## config.mk

```make
export PLATFORM = sky130hd
export DESIGN_NAME = rrcc_fifo_flat
export DESIGN_NICKNAME = d
export VERILOG_FILES = /design/src/rrcc_stream_if.sv /design/src/rrcc_fifo.sv /design/src/flat_wrapper.sv
export SDC_FILE = /design/constraint.sdc
export NUM_CORES = 1
export LEC_CHECK = 0
export BUFFER_PORTS_ARGS = -buffer_cell sky130_fd_sc_hd__buf_2
export CAP_MARGIN = 25
export CORE_MARGIN = 2
export CORE_UTILIZATION = 33
export CTS_CLUSTER_SIZE = 30
export DETAILED_ROUTE_END_ITERATION = 16
export HOLD_SLACK_MARGIN = 0.03
export PLACE_DENSITY = 0.48
export SYNTH_ARGS = -nofsm -noshare
export SYNTH_HDL_FRONTEND = slang
export SYNTH_SLANG_ARGS = --single-unit
export TNS_END_PERCENT = 100
```

## constraint.sdc

```tcl
create_clock -name core_clk -period 2.4 [get_ports core_clk]
set_input_delay 0.36 -clock core_clk [delete_from_list [all_inputs] [get_ports core_clk]]
set_output_delay 0.36 -clock core_clk [all_outputs]
set_load 0.005 [all_outputs]
```

## src/rrcc_stream_if.sv

```systemverilog
/*
 Valid/ready byte stream carrier between checker modules.
 Assumes both ends share one clock.
*/
`timescale 1ns/10ps
`default_nettype none
interface rrcc_stream_if #(parameter int W = 10);
    logic         valid;
    logic         ready;
    logic [W-1:0] data;
    modport src (output valid, output data, input ready);
    modport snk (input valid, input data, output ready);
endinterface
`default_nettype wire

```

## src/rrcc_fifo.sv

```systemverilog
/*
 Small synchronous FIFO with valid/ready on both sides.
 Assumes interface width equals WIDTH; one clock, synchronous reset.
*/
`timescale 1ns/10ps
`default_nettype none
module rrcc_fifo #(
    parameter int WIDTH = 10,
    parameter int DEPTH = 4
) (
    input wire logic core_clk,
    input wire logic rst_n,
    rrcc_stream_if.snk inS,
    rrcc_stream_if.src outS
);
    localparam int AW = $clog2(DEPTH);

    logic [WIDTH-1:0] mem_q [DEPTH];
    logic [AW-1:0]    wp_q;
    logic [AW-1:0]    rp_q;
    logic [AW:0]      cnt_q;
    logic             push;
    logic             pop;

    // Honest full and empty
    assign inS.ready  = (cnt_q != (AW+1)'(DEPTH));
    assign outS.valid = (cnt_q != '0);
    assign outS.data  = mem_q[rp_q];
    assign push       = inS.valid & inS.ready;
    assign pop        = outS.valid & outS.ready;

    // Storage
    always_ff @(posedge core_clk) begin
        if (push) begin
            mem_q[wp_q] <= inS.data;
        end
    end

    // Pointers and fill count
    always_ff @(posedge core_clk) begin
        if (!rst_n) begin
            wp_q  <= '0;
            rp_q  <= '0;
            cnt_q <= '0;
        end else begin
            if (push) begin
                wp_q <= (wp_q == AW'(DEPTH-1)) ? '0 : wp_q + 1'b1;
            end
            if (pop) begin
                rp_q <= (rp_q == AW'(DEPTH-1)) ? '0 : rp_q + 1'b1;
            end
            cnt_q <= cnt_q + (AW+1)'(push) - (AW+1)'(pop);
        end
    end

    AST_FIFO_BOUND: assert property (@(posedge core_clk) disable iff (!rst_n)
        cnt_q <= (AW+1)'(DEPTH)) else $error("fifo count beyond depth");
endmodule // rrcc_fifo
`default_nettype wire

```

## src/flat_wrapper.sv

```systemverilog
// flat-port wrapper written by rule: the top's interface ports become plain ports
module rrcc_fifo_flat 
#(
    parameter int WIDTH = 10,
    parameter int DEPTH = 4
)
  (core_clk, rst_n, inS_valid, inS_data, inS_ready, outS_valid, outS_data, outS_ready);
  rrcc_stream_if #(.W(10)) inS_i ();
  rrcc_stream_if #(.W(10)) outS_i ();
  input wire logic core_clk;
  input wire logic rst_n;
  input wire logic [$bits(inS_i.valid)-1:0] inS_valid;
  input wire logic [$bits(inS_i.data)-1:0] inS_data;
  output wire logic [$bits(inS_i.ready)-1:0] inS_ready;
  output wire logic [$bits(outS_i.valid)-1:0] outS_valid;
  output wire logic [$bits(outS_i.data)-1:0] outS_data;
  input wire logic [$bits(outS_i.ready)-1:0] outS_ready;
  assign inS_i.valid = inS_valid;
  assign inS_i.data = inS_data;
  assign inS_ready = inS_i.ready;
  assign outS_valid = outS_i.valid;
  assign outS_data = outS_i.data;
  assign outS_i.ready = outS_ready;
  rrcc_fifo #(.WIDTH(WIDTH), .DEPTH(DEPTH)) u_core (.core_clk(core_clk), .rst_n(rst_n), .inS(inS_i), .outS(outS_i));
endmodule
```

Word level (Yosys, flattened, before mapping)
Memory sizes are Yosys's and may differ from the RTL's. A register that Yosys moved wholly into a read port is not among the register bits.
Index checks and enable logic that the tools add are counted.
W data, S select, Z words.
Operators by class
  add/sub/neg operators: 4
  equal/unequal tests: 3
  multiplexer cells: 6
  bitwise logic cells: 2
  reduce and logical (&&, ||, !) cells: 1
Operator list (count)
  $mux W2: 4
  $add A2 B1 Y2 const B: 2
  $eq A2 B2 Y1 const B: 2
  $add A3 B1 Y3: 1
  $ne A3 B3 Y1 const B: 1
  $reduce_bool A3 Y1: 1
  $sub A3 B1 Y3: 1
  $and A1 B1 Y1: 2
  $mux W1: 2
Storage, ports and cells
  register bits after elaboration: 7
  bits in writable memories: 40
  bits of input ports: 14
  output and inout bits: 12
  logic and storage cells: 20
  memories kept: 1
Memories
  u_core.mem_q: depth 4, width 10, read ports 1, clocked after Yosys merged registers in 1, write ports 1, RTL line rrcc_fifo.sv:18  | logic [WIDTH-1:0] mem_q [DEPTH];

Logic depth before layout (Yosys ltp)
  depth after elaboration: 4
  gate-level depth with buffers: 10
  gate-level depth less buffers: 10

Worst setup path before layout
No wires, ideal clock.
  path kind: register to register
  start point: reg u_core.cnt_q[2]
  end point: reg u_core.cnt_q[2]
  setup time: 115 ps
  arrival: 2147 ps
  required time: 2285 ps
  slack: 138 ps
  stages on the path, launching flop included: 11
  path buffers: 0
  clock period less this slack: 2262 ps
  cell sequence: dfxtp_1 o31ai_1 inv_1 ha_1 inv_1 ha_1 inv_1 fa_1 xnor2_1 xnor2_1 and2_1
On the way
  elaborated cells between the ends (all ways): 6
  those cells by class: add/sub: 2; eq/ne: 1; bitwise: 2; reduce/logical: 1
RTL lines
  start: declaration: RTL line rrcc_fifo.sv:21  | logic [AW:0] cnt_q;
  start signal: assignment: RTL line rrcc_fifo.sv:52  | cnt_q <= cnt_q + (AW+1)'(push) - (AW+1)'(pop);
  $reduce_bool A3 Y1: RTL line rrcc_fifo.sv:27  | assign outS.valid = (cnt_q != '0);
  $and A1 B1 Y1: RTL line rrcc_fifo.sv:30  | assign pop = outS.valid & outS.ready;
  named net u_core.pop: RTL line rrcc_fifo.sv:23  | logic pop;
  $sub A3 B1 Y3: RTL line rrcc_fifo.sv:52
The timed path passes the listed nets, and every way through them passes these cells.
A chain may end at the register's enable or synchronous reset.

Worst setup path after layout
Ends and elaborated chain as after synthesis.

==> results.md <==
- Synth Warn #: 0
- Least-Margin Pin Slew: 554.0 ps
- # DRC: 0
- Hold Crit Start: inS_data[3]
- Starting Density: 34.64%
- Cell row count: 27
- CTS HTree Levels: 2
- Total negative slack: 0 ps
- Final hold vios: 0
- Final cell count without fillers: ~210
- Worst hold path endpoint: u_core.mem_q[2][3]
- Fin crit period: 2242 ps
- CP Data Arrival Time: 2430 ps
- P_leak: 0.0008036 µW
- Mapped Cells: roughly 110
- Fin. max-slew vios: 0
- PD cells: roughly 940 mW/mm²
- Placement Setup Slack: around 160 ps
- Register area: approximately 0.0014 mm²
- Drt initial violations: 32
- Reg2reg end: u_core.cnt_q[2]
- ANT nets after route: 0
- Final period util: roughly 93%
- Avg WL per Cell: 15.39 µm
- Fmax: around 0.45 GHz
- Worst R2R Path Depth: 10
- Post-synthesis area per instance: around 18 µm²
- Cell count after placement: around 200
- CP max FO: 4
- Gr usage total: 11.13%
- Status: finished, final reports clean
- RSZ-0062 raised after global routing: no
- Fin util: approximately two fifths
- CTS resizes: 0
- Clk sinks: between 40 and 50
- Die H: 80.49 µm
- Top FF cell, synth: edfxtp_1
- Ratio of cells with drive above 1 in the final layout: between 30% and 40%
- Post-synthesis cell area: slightly below 0.002 mm²
- Max_slew headroom: 63.02%
- Max_cap viols: 0
- Library cells used by synthesis: 24
- Data required, critical path: roughly 2600 ps
- Post-synthesis sequential area ratio: between 70% and 80%
- Placed wire-length estimate: between 2000 and 2500 µm
- Total Wirelength: roughly 3200 µm
- Worst Skew: 8.074 ps
- Number of buffers created by CTS: 5
- DR vias/cell: around 4.7
- Hold path depth: 1
- # IOs: 26
- Area Growth Syn to Fin: 15.49%
- Largest net degree at the start of global routing: 16
- Initial antenna violation count: 0
- Synth Register Bits: 49
- CP startpoint kind: flop
- Setup bufs post-CTS: 0
- Vias in the first global route: around 1.0k
- Clock transition at path regs: approximately 90 ps
- Area of the multi-input gates: between 500 and 600 µm²
- Worst R2R Start: u_core.cnt_q[2]
- CTS tree: done
- Clk Latency, worst-skew pair: ~300 ps
- Endpoint type of the worst setup path: flop
- Vias: a little under 1k
- Synth async-reset ratio: 0%
- Die X-Extent: 80.49 µm
- Fill cells: 517
- Final WS setup: approximately 160 ps
- Worst Setup Path Type: reg2reg
- GRT overflow: 0
- PnR Total Power: about 2100 µW
- ANT cells: 0
- Most frequent cells in the layout: 40 x edfxtp_1, 25 x buf_2, 10 x mux4_2, 9 x dfxtp_1, 7 x ha_1
- First-pass GRT wire length: around 5200 µm
- VDD IR max: around 300 µV
- R2R setup slack: 160 ps
- Commonest non-fill, non-tap cell in the layout: edfxtp_1
- Die area: around 0.0065 mm²
- Hold Path Class: in2reg
- Post-synth EDFFs: 40
- PortBufs: 25
- Syn Nets: between 100 and 150
- Final #Nets: around 160
- Maximum clock path buffer count: 2
- Pre-antenna DRT Iters: 4
- Core area: 0.005574 mm²
- Gpl congestion: 0.6638
- CTS Hold Bufs: 0
- Finish-stage setup viols: 0
- CTS root buffer: clkbuf_8
==> per-layer routing <==
metal | share of wire [%] | global-route usage [%] | up-vias
met5 | 0 | 0 | -
met4 | 1.8 | 4.576 | 0
met3 | 4.3 | 3.483 | 6
met2 | 51 | 18.58 | 22
met1 | 43 | 13.29 | 492
li1 | - | - | 463
==> synthesized netlist by cell type (2+ instances only) <==
master	count	share of area [%]
and2_1	2	0.65
and3_2	4	1.6
dfxtp_1	9	9.3
edfxtp_1	40	62
ha_1	7	4.5
inv_1	6	1.2
mux4_2	10	12
nand2_1	5	0.97
nand3_1	2	0.52
nor2_1	2	0.39
o21ai_0	5	1.3
xnor2_1	2	0.91
==> registers in the layout (all words and copies together) (netlist names), named ones only <==
register	flops
u_core.cnt_q	3
u_core.wp_q	2
u_core.rp_q	2
u_core.mem_q	40
==> cell type report <==
type	instances	share of cell area (%)
Timing Repair Buffer	27	6.285
Clock buffer	5	3.086
Inverter	6	1.010
Tap cell	72	4.040
Multi-Input combinational cell	47	22.84
Sequential cell	49	61.95
Clock inverter	3	0.7856
==> worst max-delay path by stage <==
stage,from,slack (ps),endpoint,cells past startpoint
floorplan,u_core.cnt_q[2],140,u_core.cnt_q[2],10
global placement,u_core.cnt_q[2],330,u_core.cnt_q[2],10
detailed placement,u_core.cnt_q[2],160,u_core.cnt_q[2],10
CTS,u_core.cnt_q[2],140,u_core.cnt_q[2],10
global route,u_core.cnt_q[1],7,u_core.cnt_q[2],10
finish,u_core.cnt_q[2],160,u_core.cnt_q[2],10
==> through the flow <==
stage                     instance area, µm²  hold WS [ps]
final                                   2230         275.1
after global routing                    2230         258.9
after CTS                               2230         260.0
after detailed placement                2143         516.8
after global placement                  2143         482.2
after floorplan                         1931         458.9
==> where the power goes <==
group | internal [µW] | switching (µW)
Clock | 202 | 258
Combinational | 289 | 233
Sequential | 1040 | 78.9
Total | 1530 | 570
==> cell families after synthesis <==
family / after synthesis / synth area share (%)
DFF: 49 / 71.55
buffers and inverters: 10 / 2.073
and+or+nand+nor: 20 / 6.028
muxes: 11 / 12.18
AOI/OAI and AO/OA: 6 / 1.685
adders and majority gates: 8 / 5.573
xor gates and xnor gates: 2 / 0.9075
==> critical path, cell delays in order, from the launching register on <==
cell and delay (ps):
dfxtp_1 350, o31ai_1 350, inv_1 90, ha_1 300, inv_1 60, ha_1 130, inv_1 50, fa_1 380
xnor2_1 150, xnor2_1 130, and2_1 150
(Power assumes the default switching activity.)
